[src/hw/dscl_pkg.sv]
// Package for the dual serial channel link: constants, codes, command and state types
package dscl_pkg;

  // Timing
  localparam int CLK_NS      = 25;
  localparam int BIT_NS      = 100;
  localparam int BIT_CYC     = BIT_NS / CLK_NS;
  localparam int HALF_CYC    = BIT_CYC / 2;
  localparam int PW_SETUP_NS = 300;
  localparam int PW_XFER_NS  = 600;
  localparam int PW_SETUP_CYC = PW_SETUP_NS / CLK_NS;
  localparam int PW_XFER_CYC  = PW_XFER_NS / CLK_NS;
  localparam int RX_TMO_NS   = 20000;
  localparam int RX_TMO_CYC  = RX_TMO_NS / CLK_NS;

  // Framing
  localparam logic [3:0] CODE_A = 4'h3;
  localparam logic [3:0] CODE_B = 4'h5;
  localparam logic [3:0] CODE_C = 4'h9;
  localparam int LINE_BITS = 18;
  localparam int CODE_BITS = 4;
  localparam int BLK_WORDS = 16;

  // Status bit positions
  localparam int ST_RC_LO  = 0;
  localparam int ST_RC_HI  = 3;
  localparam int ST_BUSY   = 6;
  localparam int ST_OVR    = 7;
  localparam int ST_SEQ    = 8;
  localparam int ST_ILL    = 9;
  localparam int ST_CMD    = 10;
  localparam int ST_CHAN   = 11;
  localparam int ST_MAINT  = 12;
  localparam int ST_WIDTH  = 13;

  // Host read selectors
  localparam logic [1:0] RD_STATUS = 2'h0;
  localparam logic [1:0] RD_INT    = 2'h1;
  localparam logic [1:0] RD_SR     = 2'h2;
  localparam logic [1:0] RD_BUF    = 2'h3;

  typedef enum logic [3:0] {
    OP_NOP       = 4'h0,
    OP_RD_WORD   = 4'h1,
    OP_RD_BLOCK  = 4'h2,
    OP_RD_STATUS = 4'h3,
    OP_WR_WORD   = 4'h4,
    OP_WR_BLOCK  = 4'h5,
    OP_WR_CMD    = 4'h6,
    OP_EOT       = 4'h7,
    OP_SET_OVR   = 4'h8,
    OP_CLR_OVR   = 4'h9,
    OP_LD_MINT   = 4'hA,
    OP_LD_MSR    = 4'hB,
    OP_SET_MAINT = 4'hC,
    OP_CLR_MAINT = 4'hD
  } dscl_op_t;

  typedef struct packed {
    dscl_op_t    op;
    logic [5:0]  addr;
    logic        clr_sr;
    logic        clr_int;
    logic [15:0] arg;
  } dscl_cmd_t;

  typedef enum logic [3:0] {
    S_IDLE = 4'b0001,
    S_TX   = 4'b0010,
    S_RX   = 4'b0100,
    S_CHK  = 4'b1000
  } dscl_state_t;

  typedef enum logic [2:0] {
    PH_CODE = 3'b001,
    PH_DATA = 3'b010,
    PH_DEAD = 3'b100
  } dscl_phase_t;

endpackage : dscl_pkg

[src/hw/dscl_channel.sv]
// Dual serial channel: host command port, serial framer/deframer, request receivers
`timescale 1ns/1ps
module dscl_channel
  import dscl_pkg::*;
(
  // Clock and reset
  input  wire logic        clk,
  input  wire logic        rst_n,
  // Host command port
  input  wire logic        cmd_valid,
  input  wire dscl_cmd_t   cmd,
  input  wire logic        wr_valid,
  input  wire logic [3:0]  wr_index,
  input  wire logic [31:0] wr_data,
  input  wire logic [1:0]  rd_sel,
  input  wire logic [3:0]  rd_index,
  input  wire logic        io_inhibit,
  output logic [35:0]      rd_data,
  output logic             busy,
  output logic             reply_avail,
  output logic             reply_error,
  // Peripheral link
  output logic [15:0]      pd_select,
  output logic             tx_clk,
  output logic             data_hi_o,
  output logic             data_hi_oe,
  input  wire logic        data_hi_i,
  output logic             data_lo_o,
  output logic             data_lo_oe,
  input  wire logic        data_lo_i,
  input  wire logic        rx_clk,
  input  wire logic [15:0] req_in
);

  function automatic logic [35:0] par36(input logic [31:0] d);
    logic [35:0] w;
    w = '0;
    for (int i = 0; i < 4; i++)
    begin
      w[i*9 +: 9] = {~^d[i*8 +: 8], d[i*8 +: 8]};
    end
    return w;
  endfunction : par36

  function automatic logic par_ok(input logic [35:0] w);
    logic ok;
    ok = 1'b1;
    for (int i = 0; i < 4; i++)
    begin
      ok = ok & (^w[i*9 +: 9]);
    end
    return ok;
  endfunction : par_ok

  function automatic logic [4:0] dec3of6(input logic [5:0] c);
    logic [4:0] r;
    r = '0;
    case (c)
      6'h07: r = {1'b1, 4'h0};
      6'h0B: r = {1'b1, 4'h1};
      6'h0D: r = {1'b1, 4'h2};
      6'h0E: r = {1'b1, 4'h3};
      6'h15: r = {1'b1, 4'h4};
      6'h16: r = {1'b1, 4'h5};
      6'h19: r = {1'b1, 4'h6};
      6'h1A: r = {1'b1, 4'h7};
      6'h25: r = {1'b1, 4'h8};
      6'h26: r = {1'b1, 4'h9};
      6'h29: r = {1'b1, 4'hA};
      6'h2A: r = {1'b1, 4'hB};
      6'h31: r = {1'b1, 4'hC};
      6'h32: r = {1'b1, 4'hD};
      6'h34: r = {1'b1, 4'hE};
      6'h38: r = {1'b1, 4'hF};
      default: r = '0;
    endcase
    return r;
  endfunction : dec3of6

  function automatic logic code_ok(input logic [3:0] hi, input logic [3:0] lo);
    return ((hi == CODE_A) || (hi == CODE_B)) && ((lo == CODE_A) || (lo == CODE_B));
  endfunction : code_ok

  // Bit-rate divider
  logic [1:0] div_q;
  logic       bit_en;
  assign bit_en = (div_q == 2'(BIT_CYC - 1));

  always_ff @(posedge clk or negedge rst_n)
  begin
    if (!rst_n)
      div_q <= '0;
    else
      div_q <= bit_en ? 2'h0 : div_q + 2'h1;
  end

  // Synchronisers for link inputs
  logic [2:0] lnk_s1_q;
  logic [2:0] lnk_s2_q;
  logic       rxc_s3_q;
  logic       rx_edge;
  assign rx_edge = lnk_s2_q[2] & ~rxc_s3_q;

  always_ff @(posedge clk or negedge rst_n)
  begin
    if (!rst_n)
    begin
      lnk_s1_q <= '0;
      lnk_s2_q <= '0;
      rxc_s3_q <= 1'b0;
    end
    else
    begin
      lnk_s1_q <= {rx_clk, data_hi_i, data_lo_i};
      lnk_s2_q <= lnk_s1_q;
      rxc_s3_q <= lnk_s2_q[2];
    end
  end

  // Sequencer state
  dscl_state_t  state_q;
  dscl_phase_t  ph_q;
  logic [35:0]  buf_q [BLK_WORDS];
  logic [17:0]  sh_hi_q, sh_lo_q;
  logic [3:0]   rc_hi_q, rc_lo_q;
  logic [4:0]   cnt_q;
  logic [3:0]   widx_q;
  logic [3:0]   last_q;
  logic         rd_q, dat_q, par_bad_q, tail_q;
  logic [9:0]   tmo_q;
  logic         ovr_q, maint_q, seq_err_q, ill_q, cmd_err_q, chan_err_q;
  logic [7:0]   sc;
  logic [4:0]   dec;
  logic         is_xfer;
  logic         code_seen;
  logic         inh;

  assign dec       = dec3of6(cmd.addr);
  assign code_seen = rc_hi_q[0] & rc_lo_q[0];
  assign inh       = io_inhibit & ~ovr_q;

  // Start codes per operation, high then low
  always_comb
  begin
    sc      = '0;
    is_xfer = 1'b1;
    case (cmd.op)
      OP_WR_WORD:   sc = {CODE_A, CODE_A};
      OP_WR_CMD:    sc = {CODE_A, CODE_B};
      OP_WR_BLOCK:  sc = {CODE_A, CODE_C};
      OP_RD_WORD:   sc = {CODE_B, CODE_A};
      OP_RD_STATUS: sc = {CODE_B, CODE_B};
      OP_RD_BLOCK:  sc = {CODE_B, CODE_C};
      OP_EOT:       sc = {CODE_C, CODE_A};
      default:      is_xfer = 1'b0;
    endcase
  end

  always_ff @(posedge clk or negedge rst_n)
  begin
    if (!rst_n)
    begin
      state_q <= S_IDLE;
      ph_q <= PH_CODE;
      for (int i = 0; i < BLK_WORDS; i++)
        buf_q[i] <= '0;
      sh_hi_q <= '0; sh_lo_q <= '0;
      rc_hi_q <= '0; rc_lo_q <= '0;
      cnt_q <= '0; widx_q <= '0; last_q <= '0;
      rd_q <= 1'b0; dat_q <= 1'b0; par_bad_q <= 1'b0; tmo_q <= '0;
      tail_q <= 1'b0;
      ovr_q <= 1'b0; maint_q <= 1'b0; seq_err_q <= 1'b0; ill_q <= 1'b0;
      cmd_err_q <= 1'b0; chan_err_q <= 1'b0;
      pd_select <= '0; busy <= 1'b0; reply_avail <= 1'b0; reply_error <= 1'b0;
      data_hi_o <= 1'b0; data_lo_o <= 1'b0; data_hi_oe <= 1'b0; data_lo_oe <= 1'b0;
    end
    else
    begin
      reply_avail <= 1'b0;
      reply_error <= 1'b0;
      if (wr_valid && state_q == S_IDLE)
        buf_q[wr_index] <= par36(wr_data);
      case (state_q)
        S_IDLE:
        begin
          if (cmd_valid)
          begin
            case (cmd.op)
              OP_SET_OVR:   ovr_q <= 1'b1;
              OP_CLR_OVR:   ovr_q <= 1'b0;
              OP_SET_MAINT: maint_q <= 1'b1;
              OP_CLR_MAINT: maint_q <= 1'b0;
              OP_NOP, OP_LD_MINT, OP_LD_MSR: ;
              default:
              begin
                if (!is_xfer)
                  cmd_err_q <= 1'b1;
                else if (!dec[4])
                begin
                  ill_q <= 1'b1;
                  cmd_err_q <= 1'b1;
                end
                else
                begin
                  // Control/address load: select device, load start codes, begin shifting
                  pd_select <= 16'h0001 << dec[3:0];
                  sh_hi_q <= {14'h0000, sc[7:4]};
                  sh_lo_q <= {14'h0000, sc[3:0]};
                  rc_hi_q <= '0;
                  rc_lo_q <= '0;
                  cnt_q <= 5'(CODE_BITS - 1);
                  ph_q <= PH_CODE;
                  widx_q <= '0;
                  rd_q <= (cmd.op == OP_RD_WORD) || (cmd.op == OP_RD_BLOCK) || (cmd.op == OP_RD_STATUS);
                  dat_q <= (cmd.op != OP_EOT);
                  last_q <= ((cmd.op == OP_WR_BLOCK) || (cmd.op == OP_RD_BLOCK)) ? 4'(BLK_WORDS - 1) : 4'h0;
                  par_bad_q <= 1'b0;
                  tail_q <= 1'b0;
                  seq_err_q <= 1'b0; ill_q <= 1'b0; cmd_err_q <= 1'b0; chan_err_q <= 1'b0;
                  busy <= 1'b1;
                  data_hi_oe <= ~inh;
                  data_lo_oe <= ~inh;
                  state_q <= S_TX;
                end
              end
            endcase
          end
        end
        S_TX:
        begin
          if (cmd_valid && is_xfer)
            cmd_err_q <= 1'b1;
          if (bit_en && tail_q)
          begin
            // Last bit has stood a full bit time: turn the leads round, clock keeps running
            data_hi_oe <= 1'b0;
            data_lo_oe <= 1'b0;
            ph_q <= PH_CODE;
            widx_q <= '0;
            tmo_q <= '0;
            tail_q <= 1'b0;
            state_q <= S_RX;
          end
          else if (bit_en)
          begin
            // Both lines shift in step, least significant bit first
            data_hi_o <= (ph_q == PH_DEAD) ? 1'b0 : sh_hi_q[0];
            data_lo_o <= (ph_q == PH_DEAD) ? 1'b0 : sh_lo_q[0];
            sh_hi_q <= sh_hi_q >> 1;
            sh_lo_q <= sh_lo_q >> 1;
            cnt_q <= cnt_q - 5'h01;
            if (cnt_q == 5'h00)
            begin
              if (ph_q == PH_DATA)
              begin
                ph_q <= PH_DEAD;
                cnt_q <= '0;
              end
              else if (!rd_q && dat_q && (ph_q == PH_CODE || widx_q != last_q))
              begin
                // Next word enters the shift register during the dead bit, the first word during the last code bit
                sh_hi_q <= buf_q[(ph_q == PH_CODE) ? widx_q : widx_q + 4'h1][35:18];
                sh_lo_q <= buf_q[(ph_q == PH_CODE) ? widx_q : widx_q + 4'h1][17:0];
                if (ph_q == PH_DEAD)
                  widx_q <= widx_q + 4'h1;
                ph_q <= PH_DATA;
                cnt_q <= 5'(LINE_BITS - 1);
              end
              else
                tail_q <= 1'b1;
            end
          end
        end
        S_RX:
        begin
          if (cmd_valid && is_xfer)
            cmd_err_q <= 1'b1;
          // Timeout measures silence on the return link, so long blocks do not trip it
          tmo_q <= rx_edge ? 10'h000 : tmo_q + 10'h001;
          if (tmo_q == 10'(RX_TMO_CYC - 1))
          begin
            seq_err_q <= 1'b1;
            state_q <= S_CHK;
          end
          else if (ph_q == PH_CODE)
          begin
            if (code_seen)
            begin
              if (rd_q)
              begin
                ph_q <= PH_DATA;
                cnt_q <= 5'(LINE_BITS - 1);
              end
              else
                state_q <= S_CHK;
            end
            else if (rx_edge)
            begin
              rc_hi_q <= {lnk_s2_q[1], rc_hi_q[3:1]};
              rc_lo_q <= {lnk_s2_q[0], rc_lo_q[3:1]};
            end
          end
          else if (rx_edge)
          begin
            if (ph_q == PH_DATA)
            begin
              sh_hi_q <= {lnk_s2_q[1], sh_hi_q[17:1]};
              sh_lo_q <= {lnk_s2_q[0], sh_lo_q[17:1]};
              cnt_q <= cnt_q - 5'h01;
              if (cnt_q == 5'h00)
                ph_q <= PH_DEAD;
            end
            else
            begin
              buf_q[widx_q] <= {sh_hi_q, sh_lo_q};
              if (!par_ok({sh_hi_q, sh_lo_q}))
                par_bad_q <= 1'b1;
              widx_q <= widx_q + 4'h1;
              if (widx_q == last_q)
                state_q <= S_CHK;
              else
              begin
                ph_q <= PH_DATA;
                cnt_q <= 5'(LINE_BITS - 1);
              end
            end
          end
        end
        S_CHK:
        begin
          busy <= 1'b0;
          if (!seq_err_q && code_ok(rc_hi_q, rc_lo_q) && !par_bad_q)
            reply_avail <= 1'b1;
          else
          begin
            reply_error <= 1'b1;
            chan_err_q <= 1'b1;
          end
          state_q <= S_IDLE;
        end
        default: state_q <= S_IDLE;
      endcase
    end
  end

  // Transmit clock runs through transmit and receive, stops with outpulsing
  always_ff @(posedge clk or negedge rst_n)
  begin
    if (!rst_n)
      tx_clk <= 1'b0;
    else
      // Held low until the first code bit stands on the leads
      tx_clk <= ((state_q == S_TX && !(ph_q == PH_CODE && cnt_q == 5'(CODE_BITS - 1))) || state_q == S_RX) &&
                !inh && (div_q < 2'(HALF_CYC));
  end

  // Request receivers
  logic [15:0] req_s1_q, req_s2_q, req_s3_q;
  logic [5:0]  pw_q [16];
  logic [15:0] mask_int_q, mask_sr_q;
  logic [15:0] int_q, sr_setup_q, sr_xfer_q;
  logic [15:0] set_int, set_setup, set_xfer, clr_int, clr_sr;

  always_comb
  begin
    set_int   = '0;
    set_setup = '0;
    set_xfer  = '0;
    for (int i = 0; i < 16; i++)
    begin
      if (req_s3_q[i] && !req_s2_q[i])
      begin
        if (pw_q[i] < 6'(PW_SETUP_CYC))
          set_setup[i] = 1'b1;
        else if (pw_q[i] < 6'(PW_XFER_CYC))
          set_xfer[i] = 1'b1;
        else
          set_int[i] = 1'b1;
      end
    end
    clr_int = (cmd_valid && cmd.clr_int) ? cmd.arg : 16'h0000;
    clr_sr  = (cmd_valid && cmd.clr_sr) ? cmd.arg : 16'h0000;
  end

  always_ff @(posedge clk or negedge rst_n)
  begin
    if (!rst_n)
    begin
      req_s1_q <= '0; req_s2_q <= '0; req_s3_q <= '0;
      for (int i = 0; i < 16; i++)
        pw_q[i] <= '0;
      mask_int_q <= '0; mask_sr_q <= '0;
      int_q <= '0; sr_setup_q <= '0; sr_xfer_q <= '0;
    end
    else
    begin
      req_s1_q <= req_in;
      req_s2_q <= req_s1_q;
      req_s3_q <= req_s2_q;
      for (int i = 0; i < 16; i++)
        pw_q[i] <= !req_s2_q[i] ? 6'h00 : (pw_q[i] == 6'h3F) ? pw_q[i] : pw_q[i] + 6'h01;
      if (cmd_valid && cmd.op == OP_LD_MINT)
        mask_int_q <= cmd.arg;
      if (cmd_valid && cmd.op == OP_LD_MSR)
        mask_sr_q <= cmd.arg;
      // New request wins over a clear in the same cycle; mask locks the receiver off
      int_q      <= ((int_q & ~clr_int) | set_int) & ~mask_int_q;
      sr_setup_q <= ((sr_setup_q & ~clr_sr) | set_setup) & ~mask_sr_q;
      sr_xfer_q  <= ((sr_xfer_q & ~clr_sr) | set_xfer) & ~mask_sr_q;
    end
  end

  // Host read port
  logic [ST_WIDTH-1:0] status;
  assign status = {maint_q, chan_err_q, cmd_err_q, ill_q, seq_err_q, ovr_q, busy,
                   rc_hi_q[3:1], rc_lo_q[3:1]};

  always_ff @(posedge clk or negedge rst_n)
  begin
    if (!rst_n)
      rd_data <= '0;
    else
    begin
      case (rd_sel)
        RD_STATUS: rd_data <= {23'h00_0000, status};
        RD_INT:    rd_data <= {20'h0_0000, int_q};
        RD_SR:     rd_data <= {4'h0, sr_xfer_q, sr_setup_q};
        default:   rd_data <= buf_q[rd_index];
      endcase
    end
  end

  // Checks
  logic [8:0] tx_bits_q;
  always_ff @(posedge clk or negedge rst_n)
  begin
    if (!rst_n)
      tx_bits_q <= '0;
    else if (state_q == S_IDLE)
      tx_bits_q <= '0;
    else if (state_q == S_TX && bit_en && !tail_q)
      tx_bits_q <= tx_bits_q + 9'h001;
  end
endmodule : dscl_channel

[config.mk]
export PLATFORM = sky130hd
export DESIGN_NAME = dscl_channel
export DESIGN_NICKNAME = d
export VERILOG_FILES = /design/src/hw/dscl_pkg.sv /design/src/hw/dscl_channel.sv
export SDC_FILE = /design/constraint.sdc
export NUM_CORES = 2
export LEC_CHECK = 0
export BUFFER_PORTS_ARGS = -buffer_cell sky130_fd_sc_hd__buf_2
export CAP_MARGIN = 40
export CELL_PAD_IN_SITES_DETAIL_PLACEMENT = 2
export CELL_PAD_IN_SITES_GLOBAL_PLACEMENT = 2
export CORE_AREA = 8 8 375 377
export DETAILED_ROUTE_END_ITERATION = 16
export DIE_AREA = 0 0 383 385
export PLACE_DENSITY = 0.72
export SETUP_SLACK_MARGIN = 0.3
export SLEW_MARGIN = 20
export SYNTH_ARGS = -nofsm -noshare
export SYNTH_HDL_FRONTEND = slang
export SYNTH_SLANG_ARGS = --single-unit
[constraint.sdc]
create_clock -name clk -period 3.5 [get_ports clk]
set_input_delay 0 -clock clk [delete_from_list [all_inputs] [get_ports clk]]
set_output_delay 0 -clock clk [all_outputs]
set_load 0.01 [all_outputs]
Word-level counts from Yosys, hierarchy flattened
Memory sizes are Yosys's and may differ from the RTL's.
Cells that the tools add are included.
{"block": "word_totals", "reg_bits": 952, "mem_bits_ro": 320, "in_bits": 94, "output_inout_bits": 60, "elab_cells": 699, "n_memories": 1}
{"name": "(name not given)", "depth": 64, "word_bits": 5, "rd": 1, "rd_clocked_by_memory_dff": 0, "write_ports": 0, "line": "dscl_channel.sv:58", "source": "case (c)"}
{"block": "op_classes", "addsub": 20, "n_lt_le_gt_ge": 39, "eq_ne": 99, "shifts": 1, "n_mux": 335, "n_bitwise": 28, "n_reduce_logical": 103}
{"cell": "$mux W576", "count": 6}
{"cell": "$bwmux W576", "count": 2}
{"cell": "$mux W18", "count": 26}
{"cell": "$bmux W36 S4", "count": 2}
{"cell": "$demux W36 S4", "count": 2}
{"cell": "$mux W36", "count": 6}
{"cell": "$mux W6", "count": 32}
{"cell": "$mux W1", "count": 165}
{"cell": "$mux W4", "count": 36}
{"cell": "$pmux W18 S3", "count": 2}
{"cell": "$pmux W36 S3", "count": 1}
{"cell": "$add A6 B1 Y6 const B", "count": 16}
{"cell": "$and A16 B16 Y16", "count": 6}
{"cell": "$eq A6 B6 Y1 const B", "count": 16}
{"cell": "$lt A6 B4 Y1 const B", "count": 16}
{"cell": "$lt A6 B5 Y1 const B", "count": 16}
{"cell": "$mux W5", "count": 16}
{"cell": "$ne A2 B2 Y1 const B", "count": 33}
{"cell": "$not A16 Y16", "count": 4}
{"cell": "$pmux W8 S7", "count": 1}
{"cell": "$mux W3", "count": 17}
{"cell": "$or A16 B16 Y16", "count": 3}
{"cell": "$reduce_xor A9 Y1", "count": 4}
{"cell": "$logic_and A1 B1 Y1", "count": 34}
{"cell": "other kinds (57)", "count": 163}

Depth between registers and ports, before layout
{"block": "depth", "depth_word": 13, "ltp_mapped": 15}

Worst setup path before layout
OpenSTA, ideal clock, no wires.
{"block": "synth_timing", "path_type": "register to register", "startpoint": "register widx_q[1]", "endpoint": "register sh_hi_q[1]", "setup_time_ps": 126, "t_arrival_ps": 3099, "setup_slack_ps": 274, "stages_incl_launch_ff": 15, "n_path_buf": 5, "period_less_slack_ps": 3226, "cell_sequence": "dfrtp_1 buf_2 buf_2 buf_2 inv_1 ha_1 buf_2 buf_1 mux2i_1 mux2i_1 mux4_1 nand2_1 a31oi_1 nor3_1 nor3_2"}
{"block": "synth_via", "elab_chain_cells": 12, "word_cells_on_any_way": 15, "classes_between": "1 x add/sub; 1 x eq/ne; 10 x mux; 1 x bitwise; 2 x reduce/logical"}
{"item": "start: declaration", "line": "dscl_channel.sv:127", "source": "logic [3:0] widx_q;"}
{"item": "start signal: assignment", "line": "dscl_channel.sv:265", "source": "widx_q <= widx_q + 4'h1;"}
{"item": "start signal: assignment", "line": "dscl_channel.sv:318", "source": "widx_q <= widx_q + 4'h1;"}
{"item": "$add A4 B1 Y4", "line": "dscl_channel.sv:262", "source": "sh_hi_q <= buf_q[(ph_q == PH_CODE) ? widx_q : widx_q + 4'h1][35:18];"}
{"item": "$mux W4", "line": "dscl_channel.sv:262"}
{"item": "$not A4 Y5", "line": "dscl_channel.sv:262"}
{"item": "$bmux W36 S4", "line": "dscl_channel.sv:262"}
{"item": "$mux W36 (2 in a row)"}
{"item": "$mux W18 *", "line": "dscl_channel.sv:259", "source": "else if (!rd_q && dat_q && (ph_q == PH_CODE || widx_q != last_q))"}
{"item": "$mux W18 *", "line": "dscl_channel.sv:254", "source": "if (ph_q == PH_DATA)"}
{"item": "$mux W18 *", "line": "dscl_channel.sv:252", "source": "if (cnt_q == 5'h00)"}
{"item": "$mux W18 *", "line": "dscl_channel.sv:244", "source": "else if (bit_en)"}
{"item": "$mux W18 *", "line": "dscl_channel.sv:233", "source": "if (bit_en && tail_q)"}
{"item": "$pmux W18 S3 *", "line": "dscl_channel.sv:183", "source": "case (state_q)"}
{"item": "end signal: assignment", "line": "dscl_channel.sv:207", "source": "sh_hi_q <= {14'h0000, sc[7:4]};"}
{"item": "end signal: assignment", "line": "dscl_channel.sv:249", "source": "sh_hi_q <= sh_hi_q >> 1;"}
{"item": "end signal: assignment", "line": "dscl_channel.sv:262"}
{"item": "end: declaration", "line": "dscl_channel.sv:124", "source": "logic [17:0] sh_hi_q, sh_lo_q;"}
Mark *: on every way between the ends. The rest lies on a longest branch, timed or not. The select of a mux whose other input is x is not followed.
A chain may end at the register's enable or synchronous reset.

Worst setup path after layout
{"block": "layout_timing", "startpoint": "register widx_q[0]", "endpoint": "register sh_lo_q[1]"}
{"block": "layout_via", "elab_chain_cells": 12, "word_cells_on_any_way": 15, "classes_between": "1 x add/sub; 1 x eq/ne; 10 x mux; 1 x bitwise; 2 x reduce/logical"}
{"item": "$add A4 B1 Y4", "line": "dscl_channel.sv:263", "source": "sh_lo_q <= buf_q[(ph_q == PH_CODE) ? widx_q : widx_q + 4'h1][17:0];"}
{"item": "$mux W4", "line": "dscl_channel.sv:263"}
{"item": "$not A4 Y5", "line": "dscl_channel.sv:263"}
{"item": "$bmux W36 S4", "line": "dscl_channel.sv:263"}
{"item": "$mux W36 (2 in a row)", "line": "dscl_channel.sv:263"}
{"item": "$mux W18 *", "line": "dscl_channel.sv:259"}
{"item": "$mux W18 *", "line": "dscl_channel.sv:254"}
{"item": "$mux W18 *", "line": "dscl_channel.sv:252"}
{"item": "$mux W18 *", "line": "dscl_channel.sv:244"}
{"item": "$mux W18 *", "line": "dscl_channel.sv:233"}
{"item": "$pmux W18 S3 *", "line": "dscl_channel.sv:183"}
{"item": "end signal: assignment", "line": "dscl_channel.sv:208", "source": "sh_lo_q <= {14'h0000, sc[3:0]};"}
{"item": "end signal: assignment", "line": "dscl_channel.sv:250", "source": "sh_lo_q <= sh_lo_q >> 1;"}
{"item": "end signal: assignment", "line": "dscl_channel.sv:263"}
{"item": "end: declaration", "line": "dscl_channel.sv:124"}
Marked as above.

==> results by group <==
Flow run
  • Max capacitance violation total: 0

Cells and area
  • Final nets: 5310
  • Area grow syn2layout: 17.1%
  • Most frequent cells in the layout: dfrtp_1, nor2_1, a21oi_1, mux2i_1, mux4_2
  • Commonest non-fill, non-tap cell in the layout: dfrtp_1
  • Final core utilization: 0.466
  • Share of post-route cells with drive strength above 1: 0.190

Critical path
  • Slowest stage cell, crit path: dfrtp_1
  • Crit path DAT: 3.74 ns
  • Critical path fanouts, max: 13
  • CP Launch Type: register
  • Worst Setup End Kind: register
  • CP Launch Point: widx_q[0]
  • Reg-to-reg critical path endpoint: sh_lo_q[1]
  • R2R Setup Slk: ~0.36 ns
  • Crit-path cells: clkinv_1, ha_1, buf_4, nand2_1, o221ai_1, a21oi_1, a311oi_1, a41o_1, a211oi_1
  • Crit path required time: slightly above 4 ns
  • CP top delay family: compound AO/OA/AOI/OAI gates
  • RR Startpoint: widx_q[0]
  • Worst setup path class: register to register
  • Bufs and invs on worst path: 2
  • Max stage delay on crit path: between 0.5 and 0.6 ns
  • Cells on worst reg2reg path: 9

Synth
  • Top cells by area, synth: dfrtp_1, mux4_2, mux2i_1, a21oi_1, nor2_1
  • Netlist cell types: 88
  • Post-synth top area share: 0.443
  • Post-Syn Nets: approximately 5200
  • Most area-hungry cell type in the Yosys netlist: dfrtp_1
  • Post-synthesis cell area: approximately 54000 sq um
  • Sequential area share after synthesis: 0.444
  • EDFF count, synth: 0
  • Most common flop cell mapped by yosys: dfrtp_1
  • Synthesized area per cell: roughly 11 sq um
  • Cells after synthesis: 5086
  • Seq cells post-synth: between 900 and 1000
  • Synth async-reset ratio: 1.00
  • YS warnings: 0

Detailed routing
  • Wire length on met2: 110 mm
  • Drt pass-1 iters: 5
  • Antenna Nets Post-Route: 0
  • Drt drc: 0
  • Via count: 44700
  • Max Used Layer: met5
  • Avg Vias per Cell: 6.33
  • Initial DRC count: between 3000 and 4000
  • Routed len/inst: ~32 um
  • Post-Route WL: about 230 mm
  • M1 wire length: around 92 mm
  • Met3 Routed Length: ~14 mm

Placed design
  • GPL Wtd Cong: 0.822
  • I/O Buffers: between 150 and 200
  • Hpwl dp: between 100 and 150 mm

Floorplanning
  • Core footprint: approximately 130000 sq um
  • Initial Util: 0.398
  • Num rows: around 140
  • Die area: about 150000 sq um
  • Total I/O pin count: 154
  • Die height: between 300 and 400 um
  • Die span in x: ~380 um

Power and ir drop
  • Worst vdd ir: 0.000491 V
  • PnR Total Power: around 40 mW
  • PwrDens: 637 nW/um^2
  • Pleak: between 20 and 30 nW

Global route
  • All-Layer GR Usage: 0.304
  • Aggregate global routing overflow: 0
  • Largest net degree at the start of global routing: 86
  • Initial antenna violation count: 16
  • Number of global-route vias before repair: 49300
  • Global-route wire length before repair: 338 mm

Timing
  • Clk_skew: 0.0615 ns
  • FMAX: about 320 MHz
  • Tmin final: between 3 and 4 ns
  • Fin crit share: 0.896
  • Slew Limit Fails: 0
  • Worst-Margin Slew: between 0.8 and 0.9 ns
  • Worst slew margin: 0.442
  • Setup-failing EPs final: 0
  • Setup tns final: 0 ns
  • Final Hold Fails: 0
  • RSZ-0062 raised after global routing: no

Run status
  • Outcome: complete, no violations

Min path
  • Hold depth: 3
  • Hold worst-path end: mask_sr_q[14]
  • HP Class: input port to register
  • Hold Path Origin: cmd[14]

CTS
  • CTS clock-pin slew for the worst setup and hold paths: about 0.060 ns
  • CTS tree: done
  • Worst skew pair latency: 0.76 ns
  • Clk buf depth: 3
  • Number of H-tree levels: 3
  • Root buffer cell: clkbuf_16
  • # clock sinks: roughly 950
  • CTS buffer count: between 100 and 150
## synth_stat cells (all sizes together), types with 9 or more instances
| cell | instances |
|---|---|
| and3 | 22 |
| clkbuf | 337 |
| dfrtp | 947 |
| xnor2 | 68 |
| a31oi | 29 |
| nand4 | 40 |
| o21bai | 22 |
| mux4 | 323 |
| nor4b | 9 |
| xor2 | 29 |
| nor2b | 39 |
| nor3 | 38 |
| a22o | 19 |
| nand2 | 251 |
| and2 | 21 |
| a311oi | 9 |
| o211ai | 34 |
| ha | 28 |
| a211oi | 38 |
| a21oi | 721 |
| nand2b | 23 |
| mux2i | 623 |
| inv | 38 |
| nand3 | 72 |
| nor3b | 18 |
| mux2 | 44 |
| buf | 165 |
| a22oi | 65 |
| o21ai | 78 |
| nor2 | 826 |
## what timing repair did
| action | 4_1_cts | 5_1_grt |
|---|---|---|
| gates resized for setup | 2 | 0 |
| pin swaps | 0 | 1 |
| endpoints found under the setup margin | 15 | 66 |
| endpoints found under the hold margin | 933 | 0 |
| buffers inserted | 0 | 2 |
| hold buffers | 107 | 0 |
## through the flow
step                      cells  area, sq um  hold slack [ns]  setup WS, ns
after detailed placement   6742        57500            0.110         0.261
after floorplan            5086        53500           -0.296         0.452
after global routing       7068        62700           0.0970         0.308
after global placement     6733        57300           0.0558         0.290
after CTS                  7065        62700           0.0228         0.344
final                      7070        62700           0.0976         0.364
## flip-flops by register name, summed over array words and instances, names as in the netlist, 18 cells and up
| signal | count |
|---|---|
| buf_q | 576 |
| pw_q | 96 |
| rd_data | 36 |
| sh_hi_q | 18 |
| sh_lo_q | 18 |
## worst max path at each step
stage                            end  cells past startpoint  slack [ns]
after floorplan           sh_hi_q[1]                     14        0.45
after global placement    sh_lo_q[2]                      7        0.29
after detailed placement  sh_lo_q[2]                      7        0.26
after CTS                 sh_lo_q[2]                     10        0.34
after global routing      sh_lo_q[2]                      9        0.31
final                     sh_lo_q[1]                      9        0.36
## worst register-to-register path: cells and delay by family, from the launching register on
kind | cells | cell delay (ns)
AND/OR/NAND/NOR | 1 | 0.44
adder cells (fa/ha/maj) | 1 | 0.35
flip-flops | 1 | 0.57
AO/OA/AOI/OAI | 5 | 1.23
buffers and inverters | 2 | 0.41
## cells by family (layout without fill, tap and decap cells)
logic type / after synthesis / after routing / synth area share
compound gates: 1084 / 1084 / 0.117
xor+xnor: 99 / 99 / 0.0170
fa+ha+maj: 28 / 28 / 0.00654
buf+inv: 541 / 742 / 0.0409
flops: 949 / 949 / 0.444
mux: 990 / 990 / 0.262
other cells: 0 / 2 / 0
simple gates: 1395 / 1395 / 0.114
## layer usage
layer  vias up  global-route usage
met5         -                   0
met4        10               0.122
met3       525              0.0540
met2      1579               0.513
met1     24100               0.388
li1      18600                   -
## area by class of cell
cell class,count,area (sq um)
Sequential cell,949,23800
Clock inverter,34,523
Clock buffer,182,3530
Inverter,39,146
Multi-Input combinational cell,3596,28000
Tap cell,1781,2230
Fill cell,13500,71900
Timing Repair Buffer,487,4530
Antenna cell,2,5.00
## where the power goes
| part | internal, mW | switching, mW |
|---|---|---|
| clock network | 7.58 | 5.29 |
| logic | 5.33 | 6.14 |
| registers | 13.3 | 2.27 |
| total | 26.2 | 13.7 |
(Power assumes the default switching activity.)
